**config.mk**
```make
export PLATFORM = sky130hd
export DESIGN_NAME = brpl_pulse_logic
export DESIGN_NICKNAME = d
export VERILOG_FILES = /design/src/core/brpl_pkg.sv /design/src/core/brpl_fifo.sv /design/src/core/brpl_pulse_logic.sv
export SDC_FILE = /design/constraint.sdc
export NUM_CORES = 1
export LEC_CHECK = 0
export BUFFER_PORTS_ARGS = -buffer_cell sky130_fd_sc_hd__buf_2
export CAP_MARGIN = 10
export CORE_MARGIN = 1.5
export CORE_UTILIZATION = 57
export DETAILED_ROUTE_END_ITERATION = 12
export PLACE_DENSITY = 0.81
export SYNTH_ARGS = -nofsm -noshare
export SYNTH_HDL_FRONTEND = slang
export SYNTH_SLANG_ARGS = --single-unit
```
**constraint.sdc**
```tcl
create_clock -name clk -period 4.4 [get_ports clk]
set_input_delay 0.44 -clock clk [delete_from_list [all_inputs] [get_ports clk]]
set_output_delay 0.44 -clock clk [all_outputs]
set_load 0.01 [all_outputs]
```
**src/core/brpl_pkg.sv**
```systemverilog
// shared constants and types for the beacon reply pulse logic
package brpl_pkg;

	// timing clock
	localparam int CLK_MHZ      = 10;

	// pulse pair spacings, leading edge to leading edge
	localparam int SPC_X_US     = 12;
	localparam int SPC_IY_US    = 36;
	localparam int SPC_RY_US    = 30;
	localparam int TOL_NS       = 500;
	localparam int PULSE_NS     = 3500;
	localparam int DEAD_US      = 60;
	localparam int REPLY_US     = 50;
	localparam int SQ_PPS       = 800;
	localparam int ID_PERIOD_S  = 30;
	localparam int ID_WINDOW_MS = 3000;
	localparam int ID_PAIR_US   = 100;

	// derived cycle counts
	localparam int SPC_X_CYC     = SPC_X_US * CLK_MHZ;
	localparam int SPC_IY_CYC    = SPC_IY_US * CLK_MHZ;
	localparam int SPC_RY_CYC    = SPC_RY_US * CLK_MHZ;
	localparam int TOL_CYC       = (TOL_NS * CLK_MHZ) / 1000;
	localparam int PULSE_CYC     = (PULSE_NS * CLK_MHZ + 999) / 1000;
	localparam int DEAD_CYC      = DEAD_US * CLK_MHZ;
	localparam int REPLY_CYC     = REPLY_US * CLK_MHZ;
	localparam int SQ_AVG_CYC    = (CLK_MHZ * 1000000) / SQ_PPS;
	localparam int ID_PERIOD_CYC = ID_PERIOD_S * CLK_MHZ * 1000000;
	localparam int ID_WINDOW_CYC = ID_WINDOW_MS * CLK_MHZ * 1000;
	localparam int ID_PAIR_CYC   = ID_PAIR_US * CLK_MHZ;

	// widths and seeds
	localparam int            CNT_W       = 10;
	localparam int            TB_W        = 16;
	localparam int            SQ_SPREAD_W = 12;
	localparam int            FIFO_DEPTH  = 8;
	localparam logic [15:0]   LFSR_SEED   = 16'hace1;

	typedef enum logic [1:0] {
		KIND_NONE,
		KIND_IDENT,
		KIND_REPLY,
		KIND_SQUIT
	} brpl_kind_e;

	typedef struct packed {
		logic       gate;
		brpl_kind_e kind;
	} brpl_tx_s;

	typedef struct packed {
		logic [TB_W-1:0] due;
	} brpl_reply_s;

	// pair spacing for the selected channel mode
	function automatic logic [CNT_W-1:0] pair_spacing(input logic y, input logic is_reply);
		if (!y)
			return CNT_W'(SPC_X_CYC);
		return is_reply ? CNT_W'(SPC_RY_CYC) : CNT_W'(SPC_IY_CYC);
	endfunction

endpackage

```
**src/core/brpl_fifo.sv**
```systemverilog
// small synchronous fifo with valid and ready on both sides
`timescale 1ns/10ps
module brpl_fifo #(
	parameter int WIDTH = 16,
	parameter int DEPTH = 8
) (
	// clock and reset
	input  wire logic             clk,
	input  wire logic             srst,
	// fill side
	input  wire logic             in_valid,
	output logic                  in_ready,
	input  wire logic [WIDTH-1:0] in_data,
	// drain side
	output logic                  out_valid,
	input  wire logic             out_ready,
	output logic      [WIDTH-1:0] out_data
);
	localparam int AW = $clog2(DEPTH);

	logic [WIDTH-1:0] mem [DEPTH];
	logic [AW:0]      wr_ptr;
	logic [AW:0]      rd_ptr;
	logic             push;
	logic             pop;

	assign in_ready  = (wr_ptr[AW-1:0] != rd_ptr[AW-1:0]) || (wr_ptr[AW] == rd_ptr[AW]);
	assign out_valid = wr_ptr != rd_ptr;
	assign out_data  = mem[rd_ptr[AW-1:0]];
	assign push      = in_valid && in_ready;
	assign pop       = out_valid && out_ready;

	always_ff @(posedge clk) begin
		if (push)
			mem[wr_ptr[AW-1:0]] <= in_data;
	end

	always_ff @(posedge clk) begin
		if (srst) begin
			wr_ptr <= '0;
			rd_ptr <= '0;
		end else begin
			if (push)
				wr_ptr <= wr_ptr + 1'b1;
			if (pop)
				rd_ptr <= rd_ptr + 1'b1;
		end
	end
endmodule // brpl_fifo

```
**src/core/brpl_pulse_logic.sv**
```systemverilog
// pulse pair decoder, reply delay, identity and squitter merge
`timescale 1ns/10ps
// Function
// [RULE1] short mode: all pairs spaced 12 us
// [RULE2] long mode: 36 us received, 30 us sent
// [RULE3] decoder passes only correctly spaced pairs
// [RULE4] priority ident, reply, squitter; never collide
// [RULE5] ident keyed as pair trains every 30 s
// [RULE6] decodes ignored while ident is keyed
// [RULE7] replies outside ident, ahead of squitter
// [RULE8] 60 us dead-time blank after decode
// [RULE9] reply sent 50 us after reception
// [RULE10] random squitter fills to 800 pairs/s
// [RULE11] interrogator sends 12 us, 3.5 us pairs
// [RULE12] replies only for validated interrogations
// [RULE13] interrogator times from its first pulse
// [RULE14] interrogator keeps only its own replies
// [RULE15] interrogator subtracts delay and spacing
// [RULE16] spacing accepted within small tolerance window
module brpl_pulse_logic #(
	parameter int ID_PERIOD = brpl_pkg::ID_PERIOD_CYC,
	parameter int ID_WINDOW = brpl_pkg::ID_WINDOW_CYC,
	parameter int SQ_AVG    = brpl_pkg::SQ_AVG_CYC
) (
	// clock and reset
	input  wire logic               clk,
	input  wire logic               srst,
	// receiver and mode pins
	input  wire logic               rx_pulse,
	input  wire logic               chan_y,
	// morse key level from the character generator
	input  wire logic               id_key,
	// transmitter gate and status
	output brpl_pkg::brpl_tx_s      tx,
	output logic                    ident_active,
	output logic                    blank_gate
);
	import brpl_pkg::*;

	localparam int ID_W   = $clog2(ID_PERIOD);
	localparam int SQ_MIN = SQ_AVG - (1 << (SQ_SPREAD_W - 1));
	// sized for the largest reload, minimum plus the full random spread
	localparam int SQ_W   = $clog2(SQ_MIN + (1 << SQ_SPREAD_W));

	typedef enum logic [1:0] {ST_IDLE, ST_P1, ST_GAP, ST_P2} brpl_state_e;

	logic              rx_s1, rx_s2, rx_s3;
	logic              y_s1, mode_y;
	logic              rx_edge, listen, in_win, decode;
	logic              armed;
	logic [CNT_W-1:0]  sp_cnt, nom;
	logic [CNT_W-1:0]  dead_cnt;
	logic [TB_W-1:0]   tnow;
	logic [ID_W-1:0]   id_cnt;
	logic [CNT_W-1:0]  id_pace;
	logic [SQ_W-1:0]   sq_cnt;
	logic [15:0]       lfsr;
	brpl_state_e       state;
	logic [CNT_W-1:0]  enc_cnt, enc_spc;
	brpl_reply_s       push_word, head;
	logic              fifo_ready, head_valid, fifo_pop, rep_due;
	logic              start_id, start_rep, start_sq, start_any;
	logic [TB_W-1:0]   late;

	////////////////////////////////////////////////////////////////////////
	// pin synchronisers; the first stage feeds only the second
	always_ff @(posedge clk) begin
		if (srst) begin
			rx_s1  <= 1'b0;
			rx_s2  <= 1'b0;
			rx_s3  <= 1'b0;
			y_s1   <= 1'b0;
			mode_y <= 1'b0;
		end else begin
			rx_s1  <= rx_pulse;
			rx_s2  <= rx_s1;
			rx_s3  <= rx_s2;
			y_s1   <= chan_y;
			mode_y <= y_s1;
		end
	end

	////////////////////////////////////////////////////////////////////////
	// receive decoder
	assign rx_edge = rx_s2 && !rx_s3;
	assign nom     = pair_spacing(mode_y, 1'b0);
	// [RULE6] decoder disabled during ident
	assign listen  = !blank_gate && !ident_active;
	// [RULE16] tolerance window on spacing
	assign in_win  = armed && (sp_cnt >= nom - CNT_W'(TOL_CYC)) && (sp_cnt <= nom + CNT_W'(TOL_CYC));
	// [RULE3] only a matching second edge decodes; a full queue also refuses
	assign decode  = listen && rx_edge && in_win && fifo_ready;

	always_ff @(posedge clk) begin
		if (srst) begin
			armed  <= 1'b0;
			sp_cnt <= '0;
		end else if (!listen) begin
			armed  <= 1'b0;
		end else if (rx_edge) begin
			// an unmatched edge may itself be the first of a new pair
			armed  <= !decode;
			sp_cnt <= CNT_W'(1);
		end else if (armed) begin
			if (sp_cnt >= nom + CNT_W'(TOL_CYC))
				armed <= 1'b0;
			else
				sp_cnt <= sp_cnt + 1'b1;
		end
	end

	// [RULE8] dead-time blanking gate
	always_ff @(posedge clk) begin
		if (srst) begin
			dead_cnt   <= '0;
			blank_gate <= 1'b0;
		end else if (decode) begin
			dead_cnt   <= CNT_W'(DEAD_CYC - 1);
			blank_gate <= 1'b1;
		end else begin
			blank_gate <= dead_cnt != '0;
			if (dead_cnt != '0)
				dead_cnt <= dead_cnt - 1'b1;
		end
	end

	////////////////////////////////////////////////////////////////////////
	// reply queue; each entry holds the time its reply falls due
	always_ff @(posedge clk) begin
		if (srst)
			tnow <= '0;
		else
			tnow <= tnow + 1'b1;
	end

	// [RULE9] delay counted from the first received pulse
	assign push_word.due = tnow + TB_W'(REPLY_CYC) - TB_W'(nom);

	// [RULE12] only validated decodes enter the queue
	brpl_fifo #(
		.WIDTH ($bits(brpl_reply_s)),
		.DEPTH (FIFO_DEPTH)
	) u_fifo (
		.clk       (clk),
		.srst      (srst),
		.in_valid  (decode),
		.in_ready  (fifo_ready),
		.in_data   (push_word),
		.out_valid (head_valid),
		.out_ready (fifo_pop),
		.out_data  (head)
	);

	assign late    = tnow - head.due;
	assign rep_due = head_valid && !late[TB_W-1];

	////////////////////////////////////////////////////////////////////////
	// identity window and keying pace
	always_ff @(posedge clk) begin
		if (srst) begin
			id_cnt       <= '0;
			ident_active <= 1'b0;
		end else begin
			id_cnt       <= (id_cnt == ID_W'(ID_PERIOD - 1)) ? '0 : id_cnt + 1'b1;
			// [RULE5] identity cycle repeats every period
			ident_active <= id_cnt < ID_W'(ID_WINDOW);
		end
	end

	always_ff @(posedge clk) begin
		if (srst)
			id_pace <= '0;
		else
			id_pace <= (id_pace == '0) ? CNT_W'(ID_PAIR_CYC - 1) : id_pace - 1'b1;
	end

	////////////////////////////////////////////////////////////////////////
	// squitter timer, restarted by every pair sent
	always_ff @(posedge clk) begin
		if (srst)
			lfsr <= LFSR_SEED;
		else
			lfsr <= {lfsr[14:0], lfsr[15] ^ lfsr[13] ^ lfsr[12] ^ lfsr[10]};
	end

	// [RULE10] random interval averaging the fill rate
	always_ff @(posedge clk) begin
		if (srst)
			sq_cnt <= SQ_W'(SQ_MIN);
		else if (start_any)
			sq_cnt <= SQ_W'(SQ_MIN) + SQ_W'(lfsr[SQ_SPREAD_W-1:0]);
		else if (sq_cnt != '0)
			sq_cnt <= sq_cnt - 1'b1;
	end

	////////////////////////////////////////////////////////////////////////
	// pair encoder and priority merge
	// [RULE4] fixed priority, one pair at a time
	assign start_id  = (state == ST_IDLE) && ident_active && id_key && (id_pace == '0);
	// [RULE7] replies only outside ident, before squitter
	assign start_rep = (state == ST_IDLE) && !ident_active && rep_due;
	assign start_sq  = (state == ST_IDLE) && !ident_active && !head_valid && (sq_cnt == '0);
	assign start_any = start_id || start_rep || start_sq;
	// stale replies are dropped during ident rather than sent late
	assign fifo_pop  = start_rep || (ident_active && head_valid);

	always_ff @(posedge clk) begin
		if (srst) begin
			state   <= ST_IDLE;
			enc_cnt <= '0;
			enc_spc <= '0;
			tx      <= '{gate: 1'b0, kind: KIND_NONE};
		end else begin
			unique case (state)
				ST_IDLE: begin
					if (start_any) begin
						state   <= ST_P1;
						enc_cnt <= CNT_W'(1);
						// [RULE1] [RULE2] reply spacing by mode
						enc_spc <= pair_spacing(mode_y, 1'b1);
						tx.gate <= 1'b1;
						tx.kind <= start_id ? KIND_IDENT : (start_rep ? KIND_REPLY : KIND_SQUIT);
					end
				end
				ST_P1: begin
					enc_cnt <= enc_cnt + 1'b1;
					if (enc_cnt == CNT_W'(PULSE_CYC)) begin
						state   <= ST_GAP;
						tx.gate <= 1'b0;
					end
				end
				ST_GAP: begin
					if (enc_cnt == enc_spc) begin
						state   <= ST_P2;
						enc_cnt <= CNT_W'(1);
						tx.gate <= 1'b1;
					end else begin
						enc_cnt <= enc_cnt + 1'b1;
					end
				end
				ST_P2: begin
					enc_cnt <= enc_cnt + 1'b1;
					if (enc_cnt == CNT_W'(PULSE_CYC)) begin
						state   <= ST_IDLE;
						tx.gate <= 1'b0;
						tx.kind <= KIND_NONE;
					end
				end
			endcase
		end
	end

	////////////////////////////////////////////////////////////////////////
	// checks
	localparam int A_REP_MIN = REPLY_CYC - SPC_IY_CYC - 1;
	// queue wait plus a margin for one pair already on air, more than the encoder is ever busy
	localparam int A_REP_MAX = REPLY_CYC + SPC_IY_CYC + 2 * PULSE_CYC;

	logic [CNT_W-1:0] gap_seen;
	logic             gate_q;

	always_ff @(posedge clk) begin
		if (srst) begin
			gap_seen <= '0;
			gate_q   <= 1'b0;
		end else begin
			gate_q   <= tx.gate;
			gap_seen <= (tx.gate && !gate_q) ? CNT_W'(1) : gap_seen + 1'b1;
		end
	end

	property p_spacing_x;
		@(posedge clk) disable iff (srst)
		$rose(tx.gate) && state == ST_P2 && enc_spc == CNT_W'(SPC_X_CYC) |->
			gap_seen == CNT_W'(SPC_X_CYC);
	endproperty
	a_spacing_x: assert property (p_spacing_x) else $error("short mode pair spacing wrong"); // [RULE1]

	property p_spacing_y;
		@(posedge clk) disable iff (srst)
		$rose(tx.gate) && state == ST_P2 && enc_spc == CNT_W'(SPC_RY_CYC) |->
			gap_seen == CNT_W'(SPC_RY_CYC);
	endproperty
	a_spacing_y: assert property (p_spacing_y) else $error("long mode reply spacing wrong"); // [RULE2]

	property p_decode_window;
		@(posedge clk) disable iff (srst)
		decode |-> rx_edge && sp_cnt >= nom - CNT_W'(TOL_CYC) && sp_cnt <= nom + CNT_W'(TOL_CYC);
	endproperty
	a_decode_window: assert property (p_decode_window) else $error("decode outside window"); // [RULE3]

	property p_no_overlap;
		@(posedge clk) disable iff (srst)
		$rose(tx.gate) && state == ST_P1 |-> $past(state) == ST_IDLE && !$past(tx.gate);
	endproperty
	a_no_overlap: assert property (p_no_overlap) else $error("pair started over another"); // [RULE4]

	property p_ident_in_window;
		@(posedge clk) disable iff (srst)
		$rose(tx.gate) && state == ST_P1 && tx.kind == KIND_IDENT |-> $past(ident_active);
	endproperty
	a_ident_in_window: assert property (p_ident_in_window) else $error("ident pair outside window"); // [RULE5]

	property p_no_decode_ident;
		@(posedge clk) disable iff (srst)
		ident_active |-> !decode;
	endproperty
	a_no_decode_ident: assert property (p_no_decode_ident) else $error("decode during ident"); // [RULE6]

	property p_reply_not_ident;
		@(posedge clk) disable iff (srst)
		$rose(tx.gate) && state == ST_P1 && tx.kind != KIND_IDENT |-> !$past(ident_active);
	endproperty
	a_reply_not_ident: assert property (p_reply_not_ident) else $error("pair sent during ident"); // [RULE7]

	property p_dead_time;
		@(posedge clk) disable iff (srst)
		decode |=> blank_gate[*8] ##1 (dead_cnt == CNT_W'(DEAD_CYC - 9));
	endproperty
	a_dead_time: assert property (p_dead_time) else $error("dead-time gate too short"); // [RULE8]

	property p_reply_delay;
		@(posedge clk) disable iff (srst)
		decode && !ident_active |-> ##[A_REP_MIN:A_REP_MAX]
			(($rose(tx.gate) && tx.kind == KIND_REPLY) || ident_active);
	endproperty
	a_reply_delay: assert property (p_reply_delay) else $error("reply not sent after delay"); // [RULE9]

	property p_squit_fill;
		@(posedge clk) disable iff (srst)
		$rose(tx.gate) && state == ST_P1 && tx.kind == KIND_SQUIT |->
			$past(!head_valid && !ident_active && sq_cnt == '0);
	endproperty
	a_squit_fill: assert property (p_squit_fill) else $error("squitter sent with work pending"); // [RULE10]

	property p_reply_validated;
		@(posedge clk) disable iff (srst)
		$rose(tx.gate) && state == ST_P1 && tx.kind == KIND_REPLY |-> $past(fifo_pop && head_valid);
	endproperty
	a_reply_validated: assert property (p_reply_validated) else $error("reply without decode"); // [RULE12]

endmodule // brpl_pulse_logic

```
==> flow_summary.json <==
{
  "status": "complete, no violations",
  "finClkSkew_ps": 17.6,
  "wl_met1_um": 10400,
  "relSlewSlack": 0.409,
  "ctsLongestPathBuffers": 3,
  "syn_nets": 1116,
  "grt_pass1_wl_um": 38300,
  "r2r-end": "sq_cnt[7]",
  "path_delay_family": "compound AO/OA/AOI/OAI gates",
  "gr-usage-all-layers": 0.214,
  "yosysTopAreaCellShare": 0.313,
  "setup_violations": 0,
  "fmax_mhz": 254,
  "clk_latency_ps": 540,
  "dpl.hpwl_um": 14500,
  "highest_layer": "met4",
  "startpoint_type": "register",
  "area_growth_pct": 10.9,
  "synthTopCellsByCount": "dfxtp_1, edfxtp_1, nor2_1",
  "antennaDiodeCount": 0,
  "final_area_um2": 13600,
  "synth_most_common_cell": "dfxtp_1",
  "dpl_cell_area_um2": 12700,
  "start_util": 0.583,
  "cap_violations": 0,
  "synthArstFlopShare": 0,
  "yosysSeqAreaShare": 0.544,
  "crit_path_max_incr_delay_ps": 550,
  "grt_max_degree": 81,
  "cts-root-buf": "clkbuf_16",
  "critical_path_class": "register to register",
  "r2r_slack_ps": 460,
  "layout.nets": 1133,
  "synth_flop_cell": "dfxtp_1",
  "cp_max_fo": 33,
  "remaining_drc_errors": 0,
  "routedWlPerCell_um": 16.8,
  "finalCritPeriodShare": 0.896,
  "cp.required_ps": 4810,
  "tightest_slew_ps": 878,
  "synth.avg_cell_area_um2": 11.6,
  "grt_pass1_vias": 7717,
  "worst-r2r-cell-count": 11,
  "peakVddDrop_uv": 411,
  "final-hold-violation-count": 0,
  "netlist_instances": 1058,
  "layout_min_cycle_time_ps": 3940,
  "cp_slowest_cell": "mux4_2",
  "hold-path-endpoint": "y_s1",
  "leakagePower_uw": 0.00497,
  "io_pins": 10,
  "slew_violations": 0,
  "synth_area_leaders": "edfxtp_1, dfxtp_1, mux4_2",
  "ant_nets": 0,
  "cts.clk_slew.worst_paths_ps": 60,
  "post_cts_buffers": 0,
  "synth-seq-cells": 270,
  "crit_path_cell_trace": "buf_12, mux4_2, mux2i_1, ha_1, a21o_1, nand3_1, a21oi_1, a211o_1, o21ai_0, nand4_4, a311o_1",
  "routed-wl-met2_um": 11200,
  "antenna_found_initial": 0,
  "cts_tree": "yes",
  "core_um2": 21100,
  "wl_met3_um": 993,
  "port_buffers": 9,
  "synth_area_um2": 12300,
  "num_rows": 53,
  "fin_setup_tns_ps": 0,
  "overflow": 0,
  "cts_buffers": 27,
  "synth_cell_types": 66,
  "die_w_um": 150,
  "cts.sinks": 270,
  "worstHoldStart": "chan_y",
  "h-tree-depth": 1,
  "synth_edf_count": 128,
  "num_vias": 7858,
  "worstHoldPathType": "input port to register",
  "gp_congestion": 0.821,
  "end_kind": "register",
  "drt_pass1_iterations": 5,
  "drive_above_1_share": 0.122,
  "die-area_um2": 22400,
  "post_cts_resized": 0,
  "min_path_cells": 2,
  "ctsHoldBuffers": 0,
  "rsz0062_at_grt": "no",
  "die_h_um": 150,
  "worstPathArrival_ps": 4350,
  "power.density_nw_per_um2": 445,
  "synth_top_area_cell": "edfxtp_1",
  "nFillCells": 1584,
  "wl_um": 23100,
  "yosysWarnings": 0,
  "drtIter0Drc": 433,
  "cp_num_buf_inv": 1,
  "viasPerCell": 5.73
}
where the power goes:
part | switching, uW | internal, uW
Sequential | 131 | 2790
Clock | 949 | 1380
Combinational | 455 | 357
state kept, by name, summed over array words and instances, names as in the netlist, 3 cells and up, named ones only:
signal / cells
u_fifo.mem: 128
id_cnt: 29
lfsr: 16
tnow: 16
sq_cnt: 14
dead_cnt: 10
enc_cnt: 10
id_pace: 10
sp_cnt: 10
u_fifo.rd_ptr: 4
u_fifo.wr_ptr: 4
enc_spc: 3
tx: 3
layout make-up:
type	count	area, um^2	share of cell area
clock inverters	15	133	0.00974
multi-input cells	701	5290	0.388
well taps	275	344	0.0253
inverters	50	188	0.0138
flip-flops and latches	270	6690	0.491
clock buffers	35	790	0.0580
repair buffers	25	194	0.0142
logic make-up after synthesis:
logic type,share of synthesized area
and+or+nand+nor,0.145
DFF,0.544
AOI/OAI and AO/OA,0.0748
xor gates and xnor gates,0.0741
buffers and inverters,0.0288
muxes,0.0794
adders and majority gates,0.0540
worst register-to-register path, delay by kind of cell (launching register included):
| family | cells | cell delay, ps |
|---|---|---|
| fa+ha+maj | 1 | 290 |
| buf+inv | 1 | 270 |
| flops | 1 | 340 |
| compound gates | 5 | 1620 |
| simple gates | 2 | 540 |
| mux | 2 | 770 |
cells in the final DEF (no fill, tap or decap), types with 23 or more instances in the layout:
cell type / synthesis / layout
edfxtp_1: 128 / 128
inv_1: 50 / 50
mux4_2: 30 / 30
nor2_1: 117 / 117
xnor2_1: 59 / 59
dfxtp_1: 142 / 141
mux2i_1: 30 / 30
o21ai_0: 23 / 23
ha_1: 53 / 53
nand3_1: 34 / 34
clkbuf_16: 0 / 30
xor2_1: 45 / 45
nand2_1: 50 / 50
a21oi_1: 40 / 40
worst max path at each step:
stage | start | to | cells after the start
after floorplan | register | tx[0] | 15
after global placement | register | enc_cnt[3] | 12
after detailed placement | register | enc_cnt[6] | 12
after CTS | register | enc_cnt[8] | 12
after global routing | register | sq_cnt[7] | 11
final | register | sq_cnt[7] | 11
layer usage:
| metal | track usage | vias to the layer above |
|---|---|---|
| met5 | 0 | - |
| met4 | 0.0676 | 0 |
| met3 | 0.0271 | 42 |
| met2 | 0.358 | 161 |
| met1 | 0.289 | 3792 |
| li1 | - | 3863 |
stage by stage:
step                      power (uW)   util  hold WS (ps)  std cells  setup slack, ps
final                           6070  0.646           114       1371              456
after global routing            6320  0.646           132       1371              231
after CTS                       6100  0.645           104       1370              164
after detailed placement        3770  0.602           400       1320              142
after global placement          3750  0.602           392       1320              361
after floorplan                 3600      -           389       1058              163
Power figures use the tool's default switching activity.
